===== src/core/spcl_pkg.sv =====
// Purpose: Shared constants of the strap page configuration loader
// Assumes: 40 MHz core clock; three-state straps arrive already digitised as level codes
// Notes: Config word layout, reset values, level codes and loader states
//
// Function
// - Hard mode loads whole config from ROM
// - Hard mode latches six two-state straps, 64 pages
// - Hard mode keeps host on, address low zero
// - Hard mode syncs dividers at power-up, power-down toggle
// - Host may overwrite any config once enabled
// - Clock outputs disabled while in reset
// - Soft mode: nine states, six pages, defaults, two invalid
// - Both page straps floating loads register defaults
// - Soft mode strap 0 is active-low sync
// - Soft mode address strap sets address low bits
// - Soft mode straps 4,5 set margining
// - Soft mode latches page straps, applies EEPROM page
// - Invalid source mutes per channel mute controls
// - Muted differential: positive rail, negative ground
// - Muted single-ended output held low
// - Eight-bit output divider, ratios one to 256
// - Config sets each channel format or disable
// - Config sets status pin clock or status
// - Each page holds readable eight-bit identifier
`default_nettype none

package spcl_pkg;
	// ***********************************************
	// Geometry
	// ***********************************************
	localparam int NUM_CH = 4;          // Output channels
	localparam int CFG_WORDS = 16;      // Config words per page
	localparam logic [3:0] CFG_LAST = 4'hf;
	// ***********************************************
	// Config word offsets
	// ***********************************************
	localparam logic [3:0] CFG_ID = 4'h0;     // Page identifier
	localparam logic [3:0] CFG_DIV0 = 4'h1;   // Divider of channel 0, then 1..3
	localparam logic [3:0] CFG_FMT0 = 4'h5;   // Format of channel 0, then 1..3
	localparam logic [3:0] CFG_MUTE0 = 4'h9;  // Mute controls of channel 0, then 1..3
	localparam logic [3:0] CFG_STAT = 4'hd;   // Status pin setup
	localparam logic [7:0] REG_STATUS = 8'h40; // Loader status readback
	// ***********************************************
	// Field positions and codes
	// ***********************************************
	localparam int MUTE_EN_BIT = 0;
	localparam int MUTE_LVL_LSB = 1;
	localparam int STAT_CLK_BIT = 0;    // 1: status pin is a clock
	localparam int STAT_SLEW_BIT = 1;   // Slow edge when set
	localparam int STAT_DIV_LSB = 2;    // Status clock divider, 6 bits
	localparam logic [2:0] FMT_OFF = 3'h0;   // Channel disabled
	localparam logic [2:0] FMT_CMOS = 3'h4;  // Single-ended; others differential
	// ***********************************************
	// Reset values of config words
	// ***********************************************
	localparam logic [7:0] DEF_ID = 8'h00;
	localparam logic [7:0] DEF_DIV = 8'h03;   // Divide by four
	localparam logic [7:0] DEF_FMT = 8'h01;
	localparam logic [7:0] DEF_MUTE = 8'h07;  // Enable 1, level 3
	localparam logic [7:0] DEF_STAT = 8'h00;
	// ***********************************************
	// Strap level codes and address bits
	// ***********************************************
	localparam logic [1:0] LVL_GND = 2'h0;
	localparam logic [1:0] LVL_MID = 2'h1;    // Also the floating level
	localparam logic [1:0] LVL_VDD = 2'h2;
	localparam logic [1:0] ADDR_GND = 2'h0;
	localparam logic [1:0] ADDR_MID = 2'h1;
	localparam logic [1:0] ADDR_VDD = 2'h3;
	localparam logic [1:0] ADDR_HARD = 2'h0;
	// ***********************************************
	// Page sources
	// ***********************************************
	localparam logic [1:0] SRC_ROM = 2'h0;
	localparam logic [1:0] SRC_EEPROM = 2'h1;
	localparam logic [1:0] SRC_DEFAULT = 2'h2;
	// ***********************************************
	// Timing
	// ***********************************************
	localparam int CLK_PERIOD_NS = 25;
	localparam int SYNC_PULSE_NS = 100;
	localparam int SYNC_PULSE_CYC = (SYNC_PULSE_NS + CLK_PERIOD_NS - 1) / CLK_PERIOD_NS;
	// ***********************************************
	// Loader states
	// ***********************************************
	typedef enum logic [3:0] {
		ST_RESET = 4'h1,
		ST_FETCH = 4'h2,
		ST_SYNC = 4'h4,
		ST_RUN = 4'h8
	} spcl_state_t;
endpackage : spcl_pkg

`default_nettype wire


===== src/core/spcl_loader.sv =====
// Purpose: Strap latch, page load, host overwrite, sync and auto mute of the clock generator
// Assumes: Page memory answers one cycle after page_rd_out; all pins are asynchronous
// Notes: Register port is 8-bit; config words 0x00..0x0f, status at 0x40
`default_nettype none

module spcl_loader (
	input wire logic core_clk_in,
	input wire logic rst_n_in,
	input wire logic config_mode_select_in,       // 1: hard pin mode
	input wire logic power_down_pin_n_in,         // Low holds device in reset
	input wire logic [5:0] strap_bin_in,          // Two-state view of straps 0..5
	input wire logic [1:0] strap1_lvl_in,         // Address strap level code
	input wire logic [1:0] strap2_lvl_in,         // Page strap low
	input wire logic [1:0] strap3_lvl_in,         // Page strap high
	input wire logic [2:0] strap5_lvl_in,         // Eight-level offset_select_a offset
	input wire logic [3:0] source_valid_in,       // Per channel source valid
	input wire logic [7:0] page_data_in,          // Page word, one cycle after read
	input wire logic [7:0] reg_addr_in,
	input wire logic [7:0] reg_wdata_in,
	input wire logic reg_wr_in,
	input wire logic reg_rd_in,
	output logic [7:0] reg_rdata_out,
	output logic page_rd_out,
	output logic [1:0] page_src_out,
	output logic [5:0] page_sel_out,
	output logic [3:0] page_addr_out,
	output logic host_if_enable_out,
	output logic [1:0] slave_addr_lsb_out,
	output logic div_sync_out,
	output logic offset_select_a_enable_out,
	output logic [2:0] offset_select_a_out,
	output logic [3:0] ch_enable_out,
	output logic [31:0] ch_div_out,
	output logic [11:0] ch_format_out,
	output logic [3:0] mute_pos_rail_out,
	output logic [3:0] mute_neg_gnd_out,
	output logic [3:0] mute_se_low_out,
	output logic status_is_clock_out,
	output logic status_slow_slew_out,
	output logic [5:0] status_div_out
);
	// ***********************************************
	// Functions
	// ***********************************************
	// Reset value of one config word
	function automatic logic [7:0] spcl_default(input logic [3:0] idx);
		logic [7:0] w;
		w = spcl_pkg::DEF_STAT;
		if (idx == spcl_pkg::CFG_ID)
			w = spcl_pkg::DEF_ID;
		else if (idx >= spcl_pkg::CFG_DIV0 && idx < spcl_pkg::CFG_FMT0)
			w = spcl_pkg::DEF_DIV;
		else if (idx >= spcl_pkg::CFG_FMT0 && idx < spcl_pkg::CFG_MUTE0)
			w = spcl_pkg::DEF_FMT;
		else if (idx >= spcl_pkg::CFG_MUTE0 && idx < spcl_pkg::CFG_STAT)
			w = spcl_pkg::DEF_MUTE;
		return w;
	endfunction : spcl_default

	// nine strap states decoded
	// Two page straps to EEPROM page; bit 3 means defaults, bit 4 invalid
	function automatic logic [4:0] spcl_soft_page(input logic [1:0] hi, input logic [1:0] lo);
		logic [4:0] r;
		r = 5'h10;
		if (hi == spcl_pkg::LVL_MID && lo == spcl_pkg::LVL_MID)
			r = 5'h08;
		else if (hi == spcl_pkg::LVL_GND && lo == spcl_pkg::LVL_GND)
			r = 5'h00;
		else if (hi == spcl_pkg::LVL_GND && lo == spcl_pkg::LVL_MID)
			r = 5'h01;
		else if (hi == spcl_pkg::LVL_GND && lo == spcl_pkg::LVL_VDD)
			r = 5'h02;
		else if (hi == spcl_pkg::LVL_MID && lo == spcl_pkg::LVL_GND)
			r = 5'h03;
		else if (hi == spcl_pkg::LVL_MID && lo == spcl_pkg::LVL_VDD)
			r = 5'h04;
		else if (hi == spcl_pkg::LVL_VDD && lo == spcl_pkg::LVL_MID)
			r = 5'h05;
		return r;
	endfunction : spcl_soft_page

	// ***********************************************
	// Pin synchronisers
	// ***********************************************
	localparam int AW = 21;
	logic [AW-1:0] async_w;     // All pin inputs in one bundle
	logic [AW-1:0] meta_r;      // First stage, read only by sync_r
	logic [AW-1:0] sync_r;      // Safe copy
	assign async_w = {source_valid_in, strap5_lvl_in, strap3_lvl_in, strap2_lvl_in, strap1_lvl_in,
		strap_bin_in, power_down_pin_n_in, config_mode_select_in};

	// Two flops on every pin
	always_ff @(posedge core_clk_in or negedge rst_n_in)
	begin
		if (!rst_n_in)
		begin
			meta_r <= '0;
			sync_r <= '0;
		end
		else
		begin
			meta_r <= async_w;
			sync_r <= meta_r;
		end
	end

	logic mode_s;               // Synchronised mode select
	logic pdn_n_s;              // Synchronised power-down, low active
	logic [5:0] bin_s;
	logic [3:0] valid_s;
	assign mode_s = sync_r[0];
	assign pdn_n_s = sync_r[1];
	assign bin_s = sync_r[7:2];
	assign valid_s = sync_r[20:17];

	// ***********************************************
	// Loader state
	// ***********************************************
	spcl_pkg::spcl_state_t state_r, state_nxt;
	logic [3:0] idx_r, idx_nxt;           // Word being loaded
	logic pend_r, pend_nxt;               // Page read awaiting data
	logic [2:0] cnt_r, cnt_nxt;           // Sync pulse length
	logic mode_l_r, mode_l_nxt;           // Latched mode
	logic [5:0] bin_l_r, bin_l_nxt;       // Latched two-state straps
	logic [1:0] s1_l_r, s1_l_nxt;         // Latched address strap
	logic [4:0] page_l_r, page_l_nxt;     // Latched soft page decode
	logic [2:0] s5_l_r, s5_l_nxt;         // Latched offset_select_a offset
	logic [7:0] cfg_r [0:15];             // Live configuration
	logic [7:0] cfg_nxt [0:15];
	logic use_def;                        // Page load skipped
	logic run;

	assign run = (state_r == spcl_pkg::ST_RUN);
	assign use_def = !mode_l_r && (page_l_r[3] || page_l_r[4]);

	// Next state of loader, latches and configuration
	always_comb
	begin
		state_nxt = state_r;
		idx_nxt = idx_r;
		pend_nxt = pend_r;
		cnt_nxt = cnt_r;
		mode_l_nxt = mode_l_r;
		bin_l_nxt = bin_l_r;
		s1_l_nxt = s1_l_r;
		page_l_nxt = page_l_r;
		s5_l_nxt = s5_l_r;
		cfg_nxt = cfg_r;
		case (state_r)
			spcl_pkg::ST_RESET:
			begin
				if (pdn_n_s)
				begin
					mode_l_nxt = mode_s;
					bin_l_nxt = bin_s;
					s1_l_nxt = sync_r[9:8];
					page_l_nxt = spcl_soft_page(sync_r[13:12], sync_r[11:10]);
					s5_l_nxt = sync_r[16:14];
					idx_nxt = '0;
					pend_nxt = 1'b0;
					state_nxt = spcl_pkg::ST_FETCH;
				end
			end
			spcl_pkg::ST_FETCH:
			begin
				if (use_def)
				begin
					cfg_nxt[idx_r] = spcl_default(idx_r);
					idx_nxt = idx_r + 4'h1;
					if (idx_r == spcl_pkg::CFG_LAST)
						state_nxt = spcl_pkg::ST_SYNC;
				end
				else if (!pend_r)
					pend_nxt = 1'b1;
				else
				begin
					cfg_nxt[idx_r] = page_data_in;
					pend_nxt = 1'b0;
					idx_nxt = idx_r + 4'h1;
					if (idx_r == spcl_pkg::CFG_LAST)
						state_nxt = spcl_pkg::ST_SYNC;
				end
				cnt_nxt = '0;
			end
			spcl_pkg::ST_SYNC:
			begin
				// Hold the divider sync for its full width
				cnt_nxt = cnt_r + 3'h1;
				if (cnt_r == 3'(spcl_pkg::SYNC_PULSE_CYC - 1))
					state_nxt = spcl_pkg::ST_RUN;
			end
			spcl_pkg::ST_RUN:
			begin
				if (reg_wr_in && reg_addr_in[7:4] == 4'h0)
					cfg_nxt[reg_addr_in[3:0]] = reg_wdata_in;
			end
			default:
				state_nxt = spcl_pkg::ST_RESET;
		endcase
		if (!pdn_n_s)
			state_nxt = spcl_pkg::ST_RESET;
	end

	// Register loader state
	always_ff @(posedge core_clk_in or negedge rst_n_in)
	begin
		if (!rst_n_in)
		begin
			state_r <= spcl_pkg::ST_RESET;
			idx_r <= '0;
			pend_r <= 1'b0;
			cnt_r <= '0;
			mode_l_r <= 1'b0;
			bin_l_r <= '0;
			s1_l_r <= '0;
			page_l_r <= '0;
			s5_l_r <= '0;
			for (int i = 0; i < spcl_pkg::CFG_WORDS; i++)
				cfg_r[i] <= spcl_default(4'(i));
		end
		else
		begin
			state_r <= state_nxt;
			idx_r <= idx_nxt;
			pend_r <= pend_nxt;
			cnt_r <= cnt_nxt;
			mode_l_r <= mode_l_nxt;
			bin_l_r <= bin_l_nxt;
			s1_l_r <= s1_l_nxt;
			page_l_r <= page_l_nxt;
			s5_l_r <= s5_l_nxt;
			cfg_r <= cfg_nxt;
		end
	end

	// ***********************************************
	// Page fetch port
	// ***********************************************
	// Read strobe is a one-cycle pulse with no acknowledge, decoded from flops
	assign page_rd_out = (state_r == spcl_pkg::ST_FETCH) && !use_def && !pend_r;
	assign page_addr_out = idx_r;
	assign page_src_out = mode_l_r ? spcl_pkg::SRC_ROM : (use_def ? spcl_pkg::SRC_DEFAULT : spcl_pkg::SRC_EEPROM);
	// six straps name one of 64
	assign page_sel_out = mode_l_r ? bin_l_r : {3'h0, page_l_r[2:0]};

	// ***********************************************
	// Outputs held in flops
	// ***********************************************
	logic [7:0] rdata_r, rdata_nxt;
	logic sync_o_r, sync_o_nxt;
	logic [1:0] addr_r, addr_nxt;
	logic [3:0] en_r, en_nxt;
	logic [3:0] pos_r, pos_nxt;
	logic [3:0] neg_r, neg_nxt;
	logic [3:0] se_r, se_nxt;
	logic [7:0] stat_w;

	// Status byte: run, mode, source, invalid, sync pin
	assign stat_w = {2'h0, sync_r[2], page_l_r[4] && !mode_l_r, page_src_out, mode_l_r, run};

	// Next values of the output flops
	always_comb
	begin
		rdata_nxt = '0;
		// Unmapped addresses read zero
		if (reg_rd_in && reg_addr_in[7:4] == 4'h0)
			rdata_nxt = cfg_r[reg_addr_in[3:0]];
		else if (reg_rd_in && reg_addr_in == spcl_pkg::REG_STATUS)
			rdata_nxt = stat_w;
		// sync after power-up in hard mode
		sync_o_nxt = (state_r == spcl_pkg::ST_SYNC) && mode_l_r;
		// strap 0 low syncs in soft mode
		if (run && !mode_l_r && !bin_s[0])
			sync_o_nxt = 1'b1;
		addr_nxt = spcl_pkg::ADDR_HARD;
		if (!mode_l_r && s1_l_r == spcl_pkg::LVL_MID)
			addr_nxt = spcl_pkg::ADDR_MID;
		else if (!mode_l_r && s1_l_r == spcl_pkg::LVL_VDD)
			addr_nxt = spcl_pkg::ADDR_VDD;
		else if (!mode_l_r)
			addr_nxt = spcl_pkg::ADDR_GND;
		for (int c = 0; c < spcl_pkg::NUM_CH; c++)
		begin
			en_nxt[c] = run && cfg_r[spcl_pkg::CFG_FMT0 + 4'(c)][2:0] != spcl_pkg::FMT_OFF;
			pos_nxt[c] = en_nxt[c] && !valid_s[c] && cfg_r[spcl_pkg::CFG_MUTE0 + 4'(c)][spcl_pkg::MUTE_EN_BIT];
			se_nxt[c] = pos_nxt[c] && cfg_r[spcl_pkg::CFG_FMT0 + 4'(c)][2:0] == spcl_pkg::FMT_CMOS;
			pos_nxt[c] = pos_nxt[c] && !se_nxt[c];
			neg_nxt[c] = pos_nxt[c];
		end
	end

	// Register outputs
	always_ff @(posedge core_clk_in or negedge rst_n_in)
	begin
		if (!rst_n_in)
		begin
			rdata_r <= '0;
			sync_o_r <= 1'b0;
			addr_r <= '0;
			en_r <= '0;
			pos_r <= '0;
			neg_r <= '0;
			se_r <= '0;
		end
		else
		begin
			rdata_r <= rdata_nxt;
			sync_o_r <= sync_o_nxt;
			addr_r <= addr_nxt;
			en_r <= en_nxt;
			pos_r <= pos_nxt;
			neg_r <= neg_nxt;
			se_r <= se_nxt;
		end
	end

	assign reg_rdata_out = rdata_r;
	assign div_sync_out = sync_o_r;
	assign slave_addr_lsb_out = addr_r;
	assign ch_enable_out = en_r;
	assign mute_pos_rail_out = pos_r;
	assign mute_neg_gnd_out = neg_r;
	assign mute_se_low_out = se_r;
	assign host_if_enable_out = run;
	assign offset_select_a_enable_out = !mode_l_r && bin_l_r[4];
	assign offset_select_a_out = mode_l_r ? 3'h0 : s5_l_r;
	assign status_is_clock_out = cfg_r[spcl_pkg::CFG_STAT][spcl_pkg::STAT_CLK_BIT];
	assign status_slow_slew_out = cfg_r[spcl_pkg::CFG_STAT][spcl_pkg::STAT_SLEW_BIT];
	assign status_div_out = cfg_r[spcl_pkg::CFG_STAT][7:spcl_pkg::STAT_DIV_LSB];

	// Per channel divider and format views
	genvar g;
	generate
		for (g = 0; g < spcl_pkg::NUM_CH; g++)
		begin : g_ch
			assign ch_div_out[8*g +: 8] = cfg_r[spcl_pkg::CFG_DIV0 + 4'(g)];
			assign ch_format_out[3*g +: 3] = cfg_r[spcl_pkg::CFG_FMT0 + 4'(g)][2:0];
		end
	endgenerate
endmodule : spcl_loader

`default_nettype wire


===== config.mk =====
export PLATFORM = sky130hd
export DESIGN_NAME = spcl_loader
export DESIGN_NICKNAME = d
export VERILOG_FILES = /design/src/core/spcl_pkg.sv /design/src/core/spcl_loader.sv
export SDC_FILE = /design/constraint.sdc
export NUM_CORES = 1
export LEC_CHECK = 0
export BUFFER_PORTS_ARGS = -buffer_cell sky130_fd_sc_hd__buf_2
export CAP_MARGIN = 20
export CORE_MARGIN = 2
export CORE_UTILIZATION = 40
export DETAILED_ROUTE_END_ITERATION = 8
export GPL_ROUTABILITY_DRIVEN = 0
export PLACE_DENSITY = 0.68
export SETUP_SLACK_MARGIN = 0.02
export SYNTH_ARGS = -nofsm -noshare
export SYNTH_HDL_FRONTEND = slang
export SYNTH_SLANG_ARGS = --single-unit

===== constraint.sdc =====
create_clock -name core_clk_in -period 2.3 [get_ports core_clk_in]
set_input_delay 0.345 -clock core_clk_in [delete_from_list [all_inputs] [get_ports core_clk_in]]
set_output_delay 0.345 -clock core_clk_in [all_outputs]
set_load 0.1 [all_outputs]

==> out/qor.yml <==
synth:
  synth.top_cells.by_area: "dfrtp_1 (43%), mux2_2 (12%), o22ai_1 (6.3%), dfstp_2 (5.8%), mux4_2 (4.8%)"
  avgSynthCellArea_um2: 11.7
  yosysWarnings: 0
  synth_top_area_share_pct: 43.4
  async_flop_share_pct: 100
  synth_nets: 1025
  yosysUniqueCellTypes: 60
  ys_seq_area_share_pct: 49.2
  synth_ff_type: "dfrtp_1"
  syn_area_um2: 11300
  synthTopCellsByCount: "dfrtp_1 (197), mux2_2 (123), o22ai_1 (115)"
  synth_area_leader_cell: "dfrtp_1"
  synthCells: 970
  synth_edf_count: 0
  yosysMostFrequentCell: "dfrtp_1"
  synth_seq_cells: 222
flow_run:
  cap_violations: 0
global_routing:
  met2_usage_pct: 37.1
  use_met1_pct: 33.8
  antenna_found_initial: 2
  use_met3_pct: 6.68
  grt_usage_pct: 24.9
  grt_pass1_vias: 9209
  busiest_layer: "met2"
  grt_max_degree: 70
  grt_pass1_wl_mm: 55.4
  grt_overflow: 0
layout:
  area_growth_syn_to_layout_pct: 28.3
  fin_cells: 1567
  nets: 1226
  fillers: 2379
  multi_input_area_um2: 5380
  drive_gt1_share_pct: 43.8
  diodes: 0
  seq_area_um2: 5600
  design_area_um2: 14600
cts:
  path_clk_slew_ps: 60
  cts_tree: "built"
  cts_sinks: 222
  clockRootBuffer: "clkbuf_16"
  ctsHtreeMaxLevel: 1
  numCtsBuffers: 24
  clock_latency_ps: 530
  cts_max_path_buffers: 3
power:
  finalPower_uw: 11400
  p_per_area_nw_per_um2: 780
  ir_worst_vdd_mv: 0.944
  total_leakage_power_uw: 0.00650
critical_path:
  required_ps: 1960
  path_depth: 5
  cp_cell_sequence: "or4b_4, clkinv_8, buf_12, buf_8, buf_12"
  cp_max_fo: 5
  reg2reg_slack_ps: 20
  cp_common_cell: "buf_12"
  end_kind: "output port"
  critPathSlowestCell: "or4b_4"
  critPathBufInv: 4
  worst_ep_arrival_time_ps: 2010
  cpLargestDelayFamily: "simple AND/OR/NAND/NOR gates"
  crit_type: "reg2out"
  startpoint_type: "flip-flop"
  slowest_delay_ps: 620
  rr_worst_depth: 8
timing:
  timing.slew.headroom_pct: 62.7
  rsz0062_at_grt: "true"
  period_minus_slack_ps: 2350
  setup_slack_ps: -53.7
  finalHoldViolCount: 0
  slew_viol_final: 0
  tns_ps: -107
  period_share_pct: 102
  tightest_slew_ps: 560
  fmax_mhz: 425
  finalSetupViolCount: 2
  skew_ps: 24.4
detailed_routing:
  vias_per_cell: 6.01
  vias: 9422
  drc_errors: 0
  ant_nets: 0
  wire_per_inst_um: 23.6
  drt_iter0_drc: 1184
  wl_mm: 37.0
  firstDrtPassIters: 6
outcome:
  status: "finished, violations left"
  violations: "setup timing"
min_path:
  hold_depth: 3
  min-delay-path-class: "in2reg"
floorplan:
  io_pins: 146
  rows: 61
  dieWidth_um: 172
  fp.dieArea_um2: 29700
  core-area_um2: 27900
  fp.dieH_um: 172
  initial_core_util_pct: 40.7
place:
  place_ws_ps: -165
  dp_hpwl_mm: 26.6
  dp.cells: 1488
  portBuffers: 145
  placed_cell_area_um2: 13300
## placed cells by master, fill, tap and decap left out, drive strengths merged, types with 6 or more instances in the layout
cell and n:
nor4b 10, mux2i 28, dfrtp 197, nor3 8
o21ai 16, mux4 24, nand2 85, nand2b 7
buf 267, nand4 12, clkbuf 33, dfstp 25
nand3 49, a22o 14, inv 17, mux2 123
dlygate4sd3 22, clkinv 8, o22ai 127, nor2 28
ha 6, a22oi 8, nor2b 14
## path summary, 6_finish.rpt
path | startpoint | endpoint
setup / recovery | state_r[2] | host_if_enable_out
hold / removal | reg_wdata_in[0] | ch_format_out[6]
setup reg to reg | state_r[2] | status_div_out[5]
hold reg to reg | meta_r[1] | sync_r[1]
max in group asynchronous | rst_n_in | cfg_r[41]
min in group asynchronous | rst_n_in | ch_format_out[1]
## area by class of cell
cell class,instances,share of cell area [%]
clock buffer,32,4.68
timing repair buffer,290,15.5
inverter,17,0.524
sequential,222,38.5
tap,378,3.25
clock inverter,12,0.687
multi-input combinational,616,36.9
## metal layers
metal  vias up  part of all wire [%]
met4         0                   5.4
met3       140                    12
li1       3988                     -
met2       641                    43
met5         -                     0
met1      4653                    40
## flip-flops by register name (all words and copies together), names as in the netlist, 5 cells and up
signal          count
ch_div_out         32
bin_l_r             6
page_l_r            5
reg_rdata_out       8
cfg_r              76
sync_r             21
meta_r             21
status_div_out      6
ch_format_out      12
## logic make-up (layout without fill, tap and decap cells)
logic type               Yosys count  after routing  share of synthesized area (%)
multiplexers                     175            175                           19.4
adder cells (fa/ha/maj)            6              6                          0.662
flip-flops                       222            222                           49.2
AO/OA/AOI/OAI                    193            193                           13.0
AND/OR/NAND/NOR                  237            237                           10.7
XOR/XNOR                           5              5                          0.386
buffers and inverters            132            351                           6.60
## metrics by stage
step / util (%) / hold WS [ps]
finish: 52.3 / 195
global route: 52.3 / 218
CTS: 51.8 / 187
detailed placement: 47.6 / 336
global placement: 47.6 / 332
floorplan: - / 49.4
## worst reg2reg max path: stages, from the launching register on
cell and delay [ps]:
dfrtp_1 410, or4b_4 620, clkinv_8 90, buf_6 100, nand3_4 110, buf_12 180, o22ai_2 150, buf_12 170
mux2_2 340
## what timing repair did
action,CTS,global route
setup endpoints to repair,13,111
pin swaps,3,6
cloned,0,1
hold buffers,22,0
gates resized for setup,16,28
setup buffers,12,1
endpoints found under the hold margin,68,0
## where the power goes
group | switching [uW] | internal (uW) | leakage (uW)
Combinational | 2200 | 868 | 0.00328
Clock | 1630 | 2210 | 0.000381
Sequential | 233 | 4220 | 0.00284
Note: power is estimated with default switching activity, not from simulation.
